--- config.mk ---
export PLATFORM = sky130hd
export DESIGN_NAME = sd_adc_ctrl
export DESIGN_NICKNAME = d
export VERILOG_FILES = /design/src/rtl/sd_adc_ctrl.v /design/src/rtl/state_counter.v
export VERILOG_INCLUDE_DIRS = /design/src /design/src/rtl
export SDC_FILE = /design/constraint.sdc
export NUM_CORES = 1
export LEC_CHECK = 0
export BUFFER_PORTS_ARGS = -buffer_cell sky130_fd_sc_hd__buf_2
export CAP_MARGIN = 20
export CORE_ASPECT_RATIO = 1.75
export CORE_MARGIN = 1.5
export CORE_UTILIZATION = 45
export DETAILED_ROUTE_END_ITERATION = 8
export MAX_ROUTING_LAYER = met4
export PLACE_DENSITY = 0.72
export SYNTH_ARGS = -nofsm -noshare
export SYNTH_HDL_FRONTEND = slang
export SYNTH_SLANG_ARGS = --single-unit
--- constraint.sdc ---
create_clock -name CLK_SYS -period 5.7 [get_ports CLK_SYS]
set_input_delay 0.57 -clock CLK_SYS [delete_from_list [all_inputs] [get_ports CLK_SYS]]
set_output_delay 0.57 -clock CLK_SYS [all_outputs]
set_load 0.02 [all_outputs]
--- src/rtl/sd_adc_defs.vh ---
// Constants for the sigma-delta converter control and offset-cancel registers
// Functional notes
// Software changes the control register only while conversion_active is clear.
// Conversion time select 0 gives 286 eighth-rate states; never write 1.
// Gain field bits 13:12 select x1, x2, x4, x8; resets to 11.
// modulator_run bit 7 stops or runs modulator and eighth-rate clock; resets 0.
// Software writes 1 to control bit 3 and 0 to bits 10:8.
// Control bits 14, 11, 6:4 and 2:0 always read zero.
// Software changes offset registers only while conversion_active is clear.
// Offset registers hold ten bits; upper six read zero, ignore writes.
// Gain 00 or 01 needs offset 200h; gain 11 allows any code.
// Gain 10 needs even offset codes up to 3FEh.
// Offset DAC level is code over 1024 times reference span.
// conversion_active starts and stops conversion; single mode clears it at end.
// During conversion on channel 0 to 3 its offset code drives the DAC.
// Control and offset writes are ignored while conversion_active is set.
`ifndef SD_ADC_DEFS_VH
`define SD_ADC_DEFS_VH
`define ADR_CTRL        6'h00
`define ADR_OFS0        6'h04
`define ADR_OFS1        6'h08
`define ADR_OFS2        6'h0c
`define ADR_OFS3        6'h10
`define ADR_RUN         6'h14
`define ADR_STATUS      6'h18
`define CTRL_RESET      16'h3008
`define CTRL_RW_MASK    16'hb788
`define CTRL_TSEL_BIT   15
`define CTRL_GAIN_HI    13
`define CTRL_GAIN_LO    12
`define CTRL_MRUN_BIT   7
`define OFS_RESET       10'h200
`define OFS_WIDTH       10
`define DAC_MID         10'h200
`define RUN_ACT_BIT     0
`define RUN_SCAN_BIT    1
`define RUN_CH_HI       6
`define RUN_CH_LO       4
`define CLK_DIV         8
`define CONV_STATES     286
`endif

--- src/rtl/sd_adc_ctrl.v ---
// Control and offset-cancel registers of the sigma-delta converter on Wishbone
//
// Local design decisions: the register offsets and the Wishbone register port.
`timescale 1ns/1ps
`include "sd_adc_defs.vh"
module sd_adc_ctrl (
  input  wire        CLK_SYS,
  input  wire        SYS_RST,
  input  wire        CE,
  input  wire        WB_CYC_I,
  input  wire        WB_STB_I,
  input  wire        WB_WE_I,
  input  wire [7:0]  WB_ADR_I,
  input  wire [3:0]  WB_SEL_I,
  input  wire [31:0] WB_DAT_I,
  output reg  [31:0] WB_DAT_O,
  output reg         WB_ACK_O,
  output reg  [1:0]  GAIN_SEL,
  output reg         CONV_TIME_SEL,
  output reg         MOD_RUN,
  output wire        STATE_TICK,
  output reg         CONV_ACTIVE,
  output reg         CONV_DONE,
  output reg  [2:0]  CHANNEL,
  output reg  [9:0]  OFFSET_CODE,
  output reg         OFFSET_VALID
);
  reg  [15:0] ctrl_r;
  reg  [9:0]  ofs_r [0:3];
  reg         active_r;
  reg         scan_r;
  reg  [2:0]  chan_r;
  reg  [15:0] ctrl_nxt;
  reg  [15:0] ofs_nxt;
  reg  [31:0] rdata_nxt;
  wire        tick;
  wire        done;
  wire [8:0]  count;
  // Bus decode and per-register write strobes
  wire        req;
  wire        wr;
  wire        hit;
  wire [5:0]  adr;
  wire [1:0]  ofs_idx;
  wire        ctrl_wr;
  wire        ofs_wr;
  wire        run_wr;
  wire [2:0]  chan_req;
  integer     i;

  // Byte-lane merge of a 16-bit register value
  function [15:0] lane_merge;
    input [15:0] old;
    input [15:0] wdat;
    input [1:0]  sel;
    begin
      lane_merge[7:0]  = sel[0] ? wdat[7:0] : old[7:0];
      lane_merge[15:8] = sel[1] ? wdat[15:8] : old[15:8];
    end
  endfunction

  // Offset slot of a word address: 04h..10h give 0..3, always in range
  function [1:0] ofs_slot;
    input [5:0] a;
    reg   [5:0] rel;
    begin
      rel      = a - `ADR_OFS0;
      ofs_slot = rel[3:2];
    end
  endfunction

  // True for the four offset-cancel register addresses
  function is_ofs;
    input [5:0] a;
    begin
      is_ofs = (a >= `ADR_OFS0) && (a <= `ADR_OFS3);
    end
  endfunction

  // Access is taken on the first cycle of a request; ack follows one edge later
  assign req = WB_CYC_I & WB_STB_I & ~WB_ACK_O;
  assign wr  = req & WB_WE_I;

  // Word address inside the 64-byte window; anything above it is unmapped
  assign hit     = (WB_ADR_I[7:6] == 2'b00);
  assign adr     = {WB_ADR_I[5:2], 2'b00};
  assign ofs_idx = ofs_slot(adr);

  // Write strobes per register; settings frozen while a conversion runs
  assign ctrl_wr = wr & hit & ~active_r & (adr == `ADR_CTRL);
  assign ofs_wr  = wr & hit & ~active_r & is_ofs(adr);
  assign run_wr  = wr & hit & (adr == `ADR_RUN) & WB_SEL_I[0];

  // Channel field of a run write, clamped to the six inputs
  assign chan_req = (WB_DAT_I[`RUN_CH_HI:`RUN_CH_LO] > 3'h5) ? 3'h5 : WB_DAT_I[`RUN_CH_HI:`RUN_CH_LO];

  // Writable control bits only; read-only reserved bits stay zero
  always @*
  begin
    ctrl_nxt = lane_merge(ctrl_r, WB_DAT_I[15:0], WB_SEL_I[1:0]) & `CTRL_RW_MASK;
    ofs_nxt  = lane_merge({6'h00, ofs_r[ofs_idx]}, WB_DAT_I[15:0], WB_SEL_I[1:0]);
  end

  // Read data mux; unmapped addresses read zero
  always @*
  begin
    rdata_nxt = 32'h00000000;
    if (hit)
    begin
      case (adr)
        `ADR_CTRL:   rdata_nxt = {16'h0000, ctrl_r & `CTRL_RW_MASK};
        `ADR_OFS0:   rdata_nxt = {22'h000000, ofs_r[0]};
        `ADR_OFS1:   rdata_nxt = {22'h000000, ofs_r[1]};
        `ADR_OFS2:   rdata_nxt = {22'h000000, ofs_r[2]};
        `ADR_OFS3:   rdata_nxt = {22'h000000, ofs_r[3]};
        `ADR_RUN:    rdata_nxt = {25'h0000000, chan_r, 2'b00, scan_r, active_r};
        `ADR_STATUS: rdata_nxt = {23'h000000, count};
        default:     rdata_nxt = 32'h00000000;
      endcase
    end
  end

  // Wishbone answer: one-cycle ack with registered read data
  always @(posedge CLK_SYS)
  begin
    if (SYS_RST)
    begin
      WB_ACK_O <= 1'b0;
      WB_DAT_O <= 32'h00000000;
    end
    else if (CE)
    begin
      WB_ACK_O <= req;
      if (req && !WB_WE_I)
        WB_DAT_O <= rdata_nxt;
    end
  end

  // Register file and conversion run state
  always @(posedge CLK_SYS)
  begin
    if (SYS_RST)
    begin
      ctrl_r   <= `CTRL_RESET;
      for (i = 0; i < 4; i = i + 1)
        ofs_r[i] <= `OFS_RESET;
      active_r <= 1'b0;
      scan_r   <= 1'b0;
      chan_r   <= 3'h0;
    end
    else if (CE)
    begin
      // Settings frozen while a conversion runs
      if (ctrl_wr)
        ctrl_r <= ctrl_nxt;
      if (ofs_wr)
        ofs_r[ofs_idx] <= ofs_nxt[9:0];
      // Channel and scan fields also frozen during a conversion
      if (run_wr && !active_r)
      begin
        scan_r <= WB_DAT_I[`RUN_SCAN_BIT];
        chan_r <= chan_req;
      end
      // Software start or stop; a write of 1 wins over end-of-conversion clear
      if (run_wr)
        active_r <= WB_DAT_I[`RUN_ACT_BIT];
      else if (done && !scan_r)
        active_r <= 1'b0;
    end
  end

  // Analog-side outputs, all registered
  always @(posedge CLK_SYS)
  begin
    if (SYS_RST)
    begin
      GAIN_SEL      <= 2'b11;
      CONV_TIME_SEL <= 1'b0;
      MOD_RUN       <= 1'b0;
      CONV_ACTIVE   <= 1'b0;
      CONV_DONE     <= 1'b0;
      CHANNEL       <= 3'h0;
      OFFSET_CODE   <= `DAC_MID;
      OFFSET_VALID  <= 1'b0;
    end
    else if (CE)
    begin
      GAIN_SEL      <= ctrl_r[`CTRL_GAIN_HI:`CTRL_GAIN_LO];
      CONV_TIME_SEL <= ctrl_r[`CTRL_TSEL_BIT];
      MOD_RUN       <= ctrl_r[`CTRL_MRUN_BIT];
      CONV_ACTIVE   <= active_r;
      CONV_DONE     <= done;
      CHANNEL       <= chan_r;
      // Single-ended channels get their own code; others idle at mid scale
      if (active_r && chan_r < 3'h4)
      begin
        OFFSET_CODE  <= ofs_r[chan_r[1:0]];
        OFFSET_VALID <= 1'b1;
      end
      else
      begin
        OFFSET_CODE  <= `DAC_MID;
        OFFSET_VALID <= 1'b0;
      end
    end
  end

  // Eighth-rate states, gated by the modulator run bit
  state_counter #(
    .DIV    (`CLK_DIV),
    .STATES (`CONV_STATES)
  ) u_states (
    .clk    (CLK_SYS),
    .rst    (SYS_RST),
    .ce     (CE),
    .run    (ctrl_r[`CTRL_MRUN_BIT]),
    .active (active_r),
    .tick   (tick),
    .done   (done),
    .count  (count)
  );

  // Tick comes straight from the divider flop
  assign STATE_TICK = tick;
endmodule // sd_adc_ctrl

--- src/rtl/state_counter.v ---
// Eighth-rate state tick generator and conversion state counter
`timescale 1ns/1ps
module state_counter #(
  parameter DIV    = 8,
  parameter STATES = 286
) (
  input  wire       clk,
  input  wire       rst,
  input  wire       ce,
  input  wire       run,
  input  wire       active,
  output reg        tick,
  output reg        done,
  output reg  [8:0] count
);
  reg [3:0] div_r;

  // Divider stops with run low, so the eighth-rate clock is gated off
  always @(posedge clk)
  begin
    if (rst)
    begin
      div_r <= 4'h0;
      tick  <= 1'b0;
      done  <= 1'b0;
      count <= 9'h000;
    end
    else if (ce)
    begin
      tick <= 1'b0;
      done <= 1'b0;
      if (!run)
        div_r <= 4'h0;
      else if (div_r == DIV[3:0] - 4'h1)
      begin
        div_r <= 4'h0;
        tick  <= 1'b1;
      end
      else
        div_r <= div_r + 4'h1;
      // Count states of a conversion; end pulse on the last state
      if (!active)
        count <= 9'h000;
      else if (tick)
      begin
        if (count == STATES[8:0] - 9'h001)
        begin
          count <= 9'h000;
          done  <= 1'b1;
        end
        else
          count <= count + 9'h001;
      end
    end
  end
endmodule // state_counter

### After elaboration in Yosys (flattened, before gate mapping)

Memory sizes are Yosys's and may differ from the RTL's. A register that Yosys moved wholly into a read port is not among the register bits.
Index checks and enable logic that the tools add are counted.

| word-level totals | value |
|---|---|
| flip-flop bits (word level) | 81 |
| bits in writable memories | 40 |
| bits of input ports | 50 |
| output and inout port bits | 54 |
| logic and storage cells | 99 |
| memories | 1 |

| operators by class | value |
|---|---|
| add/sub/neg operators | 3 |
| order comparisons | 4 |
| equal/unequal tests | 11 |
| muxes and demuxes | 30 |
| bitwise logic cells | 11 |
| reductions and logical operators | 20 |

Memory list:

| memory | depth | bits a word | rd ports | clocked after memory_dff | write ports | line | source |
|---|---|---|---|---|---|---|---|
| ofs_r | 4 | 10 | 5 | 1 | 4 | sd_adc_ctrl.v:29 | `reg [9:0] ofs_r [0:3];` |

Operator list:

| kind | number |
|---|---|
| $pmux 16 s7 | 1 |
| $mux 9 | 3 |
| $mux 10 | 2 |
| $eq 4x3->1 const B | 4 |
| $mux 16 | 1 |
| $mux 1 | 14 |
| $reduce_and 2->1 | 6 |
| $mux 2 | 5 |
| $reduce_or 10->1 | 1 |
| $add 9x1->9 const B | 1 |
| $and 1x1->1 | 9 |
| $eq 9x9->1 const B | 1 |
| $eq 4x2->1 const B | 2 |
| $mux 4 | 2 |
| $mux 8 | 1 |
| $ge 6x3->1 const B | 1 |
| $le 6x5->1 const B | 1 |
| $logic_not 6->1 | 1 |
| $reduce_and 3->1 | 2 |
| $logic_and 1x1->1 | 5 |
| $add 4x1->4 const B | 1 |
| $eq 4x1->1 const B | 1 |
| $sub 4x3->4 const B | 1 |
| $gt 3x3->1 const B | 1 |
| other kinds (8) | 12 |

### Depth between registers and ports, before layout

Gate-level depths: netlist of the first run.

| depth | value |
|---|---|
| depth after elaboration | 13 |
| depth in mapped cells | 8 |

### Cells and area by module

Synthesis of the first run repeated with hierarchy kept, for this count alone.

| second synthesis, totals | value |
|---|---|
| cell total of the unflattened synthesis | 465 |
| area total of the unflattened synthesis | 5127.4 µm² |

By module, submodules not included:

| module | instances | cells an instance | area an instance (µm²) | sequential area each (µm²) |
|---|---|---|---|---|
| sd_adc_ctrl | 1 | 377 | 4400.5 | 2202.1 |
| state_counter | 1 | 88 | 726.9 | 300.3 |

### Least setup slack after synthesis of the first run

Ideal clock, no wire load.

| timing | value |
|---|---|
| path type | input -> register |
| from | input WB_ADR_I[2] |
| to | memory ofs_r[0][0] (enable) |
| setup time | 0.329 ns |
| data arrival time | 2.268 ns |
| data required time | 5.371 ns |
| slack | 3.103 ns |
| cell stages on the path | 6 |
| buffers on the path | 0 |
| path through | inv_1 > ha_1 > inv_1 > or4_4 > nor3_4 > or2_1 |

RTL lines:

| item | line | source |
|---|---|---|
| start: declaration | sd_adc_ctrl.v:13 | `input wire [7:0] WB_ADR_I,` |
| end: declaration | sd_adc_ctrl.v:29 |  |

==> flow_summary.json, run 1 <==
{
  "clock_tree_from_tritoncts": "built",
  "post_drt_wl_per_cell_um": 18.5,
  "regToRegStartpoint": "active_r",
  "synth_largest_type_area_fraction": 0.252,
  "fin_setup_tns_ns": 0,
  "outcome": "complete, no violations",
  "placeableCoreArea_um2": 11200,
  "report.final.setup_viol": 0,
  "worst-slew-pin-transition_ns": 0.911,
  "fraction_of_layout_cells_with_a_size_suffix_above_1": 0.212,
  "dieWidth_um": 84.0,
  "global_route_wire_length_before_repair_um": 19900,
  "timing.critical_path.fanout_max": 19,
  "power_frac_seq": 0.518,
  "ff2ff_setup_slack_ns": 3.34,
  "regToRegEndpoint": "ofs_r[1][7]",
  "synth-seq-area-share": 0.485,
  "max-cap-violations": 0,
  "share_comb_of_total_power": 0.065,
  "hpwl_um": 9460,
  "clock_latency_at_the_later_pin_of_the_worst_skew_pair_ns": 0.34,
  "hold_violations": 0,
  "cell_with_the_most_instances_after_synthesis": "sky130_fd_sc_hd__dfxtp_1",
  "critPathRequiredTime_ns": 5.71,
  "hold_end": "WB_DAT_O[1]",
  "crit_arrival_ns": 3.03,
  "dr.pass1.iters": 4,
  "synthDominantAreaCellType": "sky130_fd_sc_hd__dfxtp_1",
  "clockBufferDepth": 2,
  "switching_share": 0.224,
  "total_leakage_power_nw": 2.19,
  "crit_path_end_kind": "flop",
  "globalplace.congestion": 0.913,
  "post_cts_setup_driven_buffer_insertion_count": 0,
  "synth_register_bits": 105,
  "timing.max_slew.rel_slack": 0.392,
  "worst_clock_skew_ns": 0.00516,
  "layoutNonFillerInstCount": 664,
  "stdcell_area_um2": 5760,
  "power.internal_mw": 1.18,
  "ant_nets": 0,
  "power.ir.vdd_worst_mv": 0.202,
  "grt_pass1_vias": 3919,
  "finalCriticalPeriod_ns": 3.02,
  "setup_repair_after_global_routing_missed_its_margin": "false",
  "cts_buffers": 9,
  "port_buffers": 63,
  "synth.lib_cells_used.distinct": 64,
  "report.final.slew_viol_count": 0,
  "clock_power_frac": 0.418,
  "grt_use_total": 0.216,
  "powerDensity_nw_per_um2": 265,
  "floorplan.rows": 51,
  "drt_wl_total_um": 12300,
  "ys_top_cells_by_count": "sky130_fd_sc_hd__dfxtp_1, sky130_fd_sc_hd__edfxtp_1, sky130_fd_sc_hd__nor2_1, sky130_fd_sc_hd__and2_1, sky130_fd_sc_hd__a21oi_1",
  "cts_max_level": 3,
  "min_path_cells": 1,
  "timing.hold.worst.class": "flop to flop",
  "rr_worst_depth": 4,
  "dr_total_vias": 3920,
  "synthesis.area_um2": 5160,
  "antenna_cells": 0,
  "floorplan.io_pins": 104,
  "synthesis.instances": 482,
  "design.final.nets": 585,
  "async_flop_share": 0,
  "initial_utilization": 0.462,
  "critPathKind": "input pin to flop",
  "die_area_um2": 12200,
  "grt_antenna_before_repair": 0,
  "cts_root_buf": "sky130_fd_sc_hd__clkbuf_16",
  "synthesis.area_per_instance_um2": 10.7,
  "drc": 0,
  "dp_cells": 648,
  "fmaxAchievable_mhz": 331,
  "synthesis.yosys.warnings": 0,
  "place_area_um2": 5450,
  "synthFlopType": "sky130_fd_sc_hd__dfxtp_1",
  "power_switching_mw": 0.341,
  "num-fill-cells": 988,
  "grt_start_max_net_pins": 48,
  "largest_cells_by_area_after_synthesis": "sky130_fd_sc_hd__dfxtp_1, sky130_fd_sc_hd__edfxtp_1, sky130_fd_sc_hd__mux4_2",
  "hold_buffers": 0,
  "layout-area-overhead-vs-synth_pct": 11.6,
  "global_route.overflow_total": 0,
  "final_util": 0.516,
  "number_of_enable_flip_flop_cells_after_synthesis": 40,
  "dr.first_iter.drc_count": 211,
  "drt-vias-per-instance": 5.90,
  "post_cts_resize_count": 0,
  "hp_start": "WB_DAT_O[1]",
  "cts.clk_slew.worst_paths_ns": 0.07,
  "tritoncts_num_sinks": 105,
  "die_height_um": 145,
  "min_period_over_period": 0.531,
  "critical_path_start_type": "input pin"
}
-- kinds of logic after synthesis --
kind of cell	count (synthesis)	synth area share
mux	35	0.0943
buf+inv	57	0.0596
compound gates	103	0.137
simple gates	173	0.205
other cells	1	0.000726
fa+ha+maj	8	0.0194
flops	105	0.485
-- stage by stage --
step                      setup slack (ns)  hold slack (ns)  power [mW]
after floorplan                       3.10            0.441       0.882
after global routing                  2.48            0.483        1.57
after detailed placement              2.28            0.448       0.904
final                                 2.68            0.464        1.52
after CTS                             2.64            0.467        1.53
after global placement                2.35            0.448       0.902
-- cell usage in the layout (no fill, tap or decap), types with 16 or more instances in the layout --
cell type / n
sky130_fd_sc_hd__and2_1: 35
sky130_fd_sc_hd__a21oi_1: 32
sky130_fd_sc_hd__conb_1: 18
sky130_fd_sc_hd__buf_2: 63
sky130_fd_sc_hd__a22oi_1: 21
sky130_fd_sc_hd__nand2_1: 23
sky130_fd_sc_hd__edfxtp_1: 40
sky130_fd_sc_hd__mux2i_1: 16
sky130_fd_sc_hd__nor2_1: 40
sky130_fd_sc_hd__dfxtp_1: 65
-- worst max-delay path: stages --
cell,delay (ns)
sky130_fd_sc_hd__buf_2,0.16
sky130_fd_sc_hd__inv_1,0.25
sky130_fd_sc_hd__ha_1,0.69
sky130_fd_sc_hd__nand2b_1,0.24
sky130_fd_sc_hd__nand4_1,0.31
sky130_fd_sc_hd__nor4_4,0.44
sky130_fd_sc_hd__or2_1,0.37
-- area by class of cell --
| class | instances | area (µm²) | share of cell area |
|---|---|---|---|
| multi-input combinational | 337 | 2420 | 0.420 |
| inverter | 10 | 37.5 | 0.00652 |
| clock inverter | 4 | 36.3 | 0.00630 |
| sequential | 105 | 2500 | 0.434 |
| tap | 132 | 165 | 0.0287 |
| clock buffer | 12 | 279 | 0.0484 |
| timing repair buffer | 64 | 323 | 0.0560 |
-- state kept, by name, summed over array words and instances (netlist names), named ones only --
register        flops
ofs_r              40
CONV_ACTIVE         1
MOD_RUN             1
ctrl_r              8
OFFSET_CODE        10
u_states.count      9
GAIN_SEL            2
CONV_TIME_SEL       1
chan_r              3
WB_DAT_O           14
WB_ACK_O            1
u_states.done       1
scan_r              1
CONV_DONE           1
u_states.tick       1
OFFSET_VALID        1
u_states.div_r      4
active_r            1
CHANNEL             3
-- power groups by stage --
stage	sequential [mW]	combinational, mW	clock, mW
3_5_place_dp	0.806	0.0978	0
6_report	0.789	0.0985	0.637
5_1_grt	0.790	0.108	0.668
4_1_cts	0.789	0.0982	0.639
2_1_floorplan	0.804	0.0774	0
3_3_place_gp	0.805	0.0962	0
-- worst max path at each step --
stage | start | end | slack [ns]
floorplan | WB_ADR_I[2] | ofs_r[0][0] | 3.10
global placement | WB_ADR_I[2] | ofs_r[2][1] | 2.35
detailed placement | WB_ADR_I[2] | ofs_r[2][2] | 2.28
CTS | WB_ADR_I[2] | ofs_r[2][4] | 2.64
global route | WB_ADR_I[2] | ofs_r[2][4] | 2.48
finish | WB_ADR_I[2] | ofs_r[2][7] | 2.68
-- metal layers --
layer | vias up | global-route usage | wire, µm
met2 | 142 | 0.382 | 6730
met3 | 34 | 0.0340 | 488
met1 | 1899 | 0.231 | 4540
li1 | 1845 | - | -
met4 | 0 | 0.123 | 497
met5 | - | - | 0
(Power assumes the default switching activity.)
==> run 2: changes to the inputs <==
Settings changed: ABC_AREA from default to 1.
Clock period 5.7 ns to 2.8 ns, I/O delays scaled along.
==> run 2 against run 1 <==
  * Sequential share of layout area shrank 0.99 points
  * Sequential power increased by 110%
  * First-iteration DRC count up 60%
  * Final area increased by 2.3%
  * Synthesized cell count up 40%
  * Synthesized area grew 1.2%
  * Critical path depth increased by 3
  * Count of clock-buffer cells in the layout stayed put
  * Critical path type is now flop to flop
  * Highest routed layer unchanged
==> flow_summary.json, run 2 <==
{
  "outcome": "complete, no violations",
  "timing.max_slew.rel_slack": 0.549,
  "synth_largest_type_area_fraction": 0.249,
  "tritoncts_num_sinks": 105,
  "grt_pass1_vias": 4465,
  "timing.critical_path.fanout_max": 10,
  "fmaxAchievable_mhz": 463,
  "placeableCoreArea_um2": 11200,
  "worst_clock_skew_ns": 0.00678,
  "floorplan.io_pins": 104,
  "global_route.overflow_total": 0,
  "synthesis.area_um2": 5230,
  "timing.hold.worst.class": "input pin to flop",
  "ant_nets": 0,
  "drt_wl_total_um": 13400,
  "grt_use_total": 0.235,
  "synthesis.instances": 676,
  "die_height_um": 146,
  "dp_slack_ns": 0.468,
  "design.final.nets": 791,
  "power_switching_mw": 0.724,
  "global_route_wire_length_before_repair_um": 21900,
  "synth_register_bits": 105,
  "total_leakage_power_nw": 2.45,
  "drc": 0,
  "cts.clk_slew.worst_paths_ns": 0.07,
  "crit_arrival_ns": 2.19,
  "crit_path_end_kind": "flop",
  "clock_latency_at_the_later_pin_of_the_worst_skew_pair_ns": 0.35,
  "hpwl_um": 10500,
  "number_of_flip_flops_under_the_largest_register_name": 40,
  "grt_start_max_net_pins": 43,
  "reg.largest.list": "ofs_r x40, WB_DAT_O x14, OFFSET_CODE x10",
  "power.internal_mw": 2.41,
  "cts_max_level": 3,
  "async_flop_share": 0,
  "die_area_um2": 12300,
  "powerDensity_nw_per_um2": 531,
  "layout.cells.most_common": "sky130_fd_sc_hd__nand2_1",
  "regMostFlops": "ofs_r",
  "floorplan.rows": 51,
  "critPathKind": "flop to flop",
  "cts_buffers": 9,
  "layout-area-overhead-vs-synth_pct": 12.8,
  "report.final.setup_viol": 0,
  "synthDominantAreaCellType": "sky130_fd_sc_hd__dfxtp_1",
  "regToRegStartpoint": "active_r",
  "report.final.slew_viol_count": 0,
  "critical_path_start_type": "flop",
  "clock_tree_from_tritoncts": "built",
  "cell_with_the_most_instances_after_synthesis": "sky130_fd_sc_hd__nand2_1",
  "power_frac_seq": 0.518,
  "finalCriticalPeriod_ns": 2.16,
  "min_path_cells": 3,
  "number_of_enable_flip_flop_cells_after_synthesis": 40,
  "drt-vias-per-instance": 5.23,
  "synthesis.area_per_instance_um2": 7.73,
  "globalplace.congestion": 0.945,
  "hold_end": "ctrl_r[12]",
  "hold_violations": 0,
  "initial_utilization": 0.465,
  "synth-seq-area-share": 0.479,
  "synth.lib_cells_used.distinct": 33,
  "switching_share": 0.231,
  "dieWidth_um": 84.5,
  "largest_cells_by_area_after_synthesis": "sky130_fd_sc_hd__dfxtp_1, sky130_fd_sc_hd__edfxtp_1, sky130_fd_sc_hd__nand2_1",
  "postLayoutSetupSlackWorst_ns": 0.638,
  "post_cts_resize_count": 0,
  "ys_top_cells_by_count": "sky130_fd_sc_hd__nand2_1, sky130_fd_sc_hd__nor2_1, sky130_fd_sc_hd__inv_1, sky130_fd_sc_hd__dfxtp_1, sky130_fd_sc_hd__a21oi_1",
  "synthesis.yosys.warnings": 0,
  "dr.pass1.iters": 6,
  "dr_total_vias": 4546,
  "post-layout-total-power_mw": 3.13,
  "clock_power_frac": 0.417,
  "port_buffers": 63,
  "antenna_cells": 0,
  "ff2ff_setup_slack_ns": 0.64,
  "share_comb_of_total_power": 0.065,
  "fin_setup_tns_ns": 0,
  "post_cts_setup_driven_buffer_insertion_count": 0,
  "cts_root_buf": "sky130_fd_sc_hd__clkbuf_16",
  "worst-slew-pin-transition_ns": 0.676,
  "post_drt_wl_per_cell_um": 15.4,
  "hold_buffers": 0,
  "dr.first_iter.drc_count": 338,
  "setup_repair_after_global_routing_missed_its_margin": "false",
  "clockBufferDepth": 2,
  "hp_start": "WB_DAT_I[12]",
  "final_cell_mix": "sky130_fd_sc_hd__nand2_1, sky130_fd_sc_hd__nor2_1, sky130_fd_sc_hd__inv_1",
  "critPathRequiredTime_ns": 2.83,
  "rr_worst_depth": 10,
  "power.ir.vdd_worst_mv": 0.323,
  "regToRegEndpoint": "ofs_r[3][1]",
  "grt_antenna_before_repair": 0,
  "min_period_over_period": 0.772,
  "fraction_of_layout_cells_with_a_size_suffix_above_1": 0.142,
  "synthFlopType": "sky130_fd_sc_hd__dfxtp_1",
  "max-cap-violations": 0
}
==> run 2: how the worst max path moves through the flow <==
stage,start,endpoint,slack (ns),cells after the start
after floorplan,WB_ADR_I[2],ofs_r[2][0],0.71,10
after global placement,WB_ADR_I[2],ofs_r[0][6],0.54,11
after detailed placement,WB_ADR_I[2],ofs_r[0][1],0.47,11
after CTS,active_r,ofs_r[3][1],0.59,10
after global routing,active_r,ofs_r[3][1],0.45,10
final,active_r,ofs_r[3][1],0.64,10
==> run 2: layer usage <==
metal,share of wire,vias to the layer above,GRT usage
li1,-,2287,-
met3,0.044,37,0.0391
met4,0.041,0,0.114
met5,0,-,-
met1,0.37,2065,0.240
met2,0.55,157,0.429
==> run 2: kinds of logic (layout without fill, tap and decap cells) <==
| kind of cell | after synthesis | after routing | share of synthesized area |
|---|---|---|---|
| fa+ha+maj | 8 | 8 | 0.0191 |
| buf+inv | 127 | 172 | 0.107 |
| flops | 105 | 105 | 0.479 |
| compound gates | 135 | 135 | 0.137 |
| other cells | 1 | 18 | 0.000717 |
| simple gates | 299 | 299 | 0.256 |
| xor+xnor | 1 | 1 | 0.00168 |
==> run 2: final cells by class <==
cell class                 count  area [µm²]
clock buffer                  12         258
timing repair buffer          69         360
clock inverter                 4        48.8
inverter                      87         328
fill                        1054        5340
sequential                   105        2500
multi-input combinational    461        2230
tap                          132         165
==> run 2: critical path: stages (launching register included) <==
cell and delay [ns]:
sky130_fd_sc_hd__dfxtp_1 0.55, sky130_fd_sc_hd__clkinv_2 0.17, sky130_fd_sc_hd__nand2_2 0.11, sky130_fd_sc_hd__nor2_1 0.05, sky130_fd_sc_hd__nand3_1 0.10, sky130_fd_sc_hd__nor2_4 0.06, sky130_fd_sc_hd__o21ai_4 0.13, sky130_fd_sc_hd__inv_2 0.17
sky130_fd_sc_hd__o21ai_0 0.15, sky130_fd_sc_hd__nand2_1 0.09, sky130_fd_sc_hd__inv_1 0.25
==> run 2: per-stage QoR <==
| step | instances | area, µm² | util | hold WS [ns] |
|---|---|---|---|---|
| floorplan | 693 | 5290 | - | 0.429 |
| global placement | 854 | 5590 | 0.498 | 0.441 |
| detailed placement | 854 | 5590 | 0.498 | 0.451 |
| CTS | 870 | 5890 | 0.525 | 0.194 |
| global route | 870 | 5890 | 0.525 | 0.208 |
| finish | 870 | 5890 | 0.525 | 0.200 |
==> run 2: power by group through the flow <==
| stage | combinational [mW] | clock, mW | sequential, mW |
|---|---|---|---|
| floorplan | 0.144 | 0 | 1.66 |
| global placement | 0.201 | 0 | 1.65 |
| detailed placement | 0.203 | 0 | 1.66 |
| CTS | 0.204 | 1.32 | 1.62 |
| global route | 0.226 | 1.39 | 1.62 |
| finish | 0.204 | 1.31 | 1.62 |
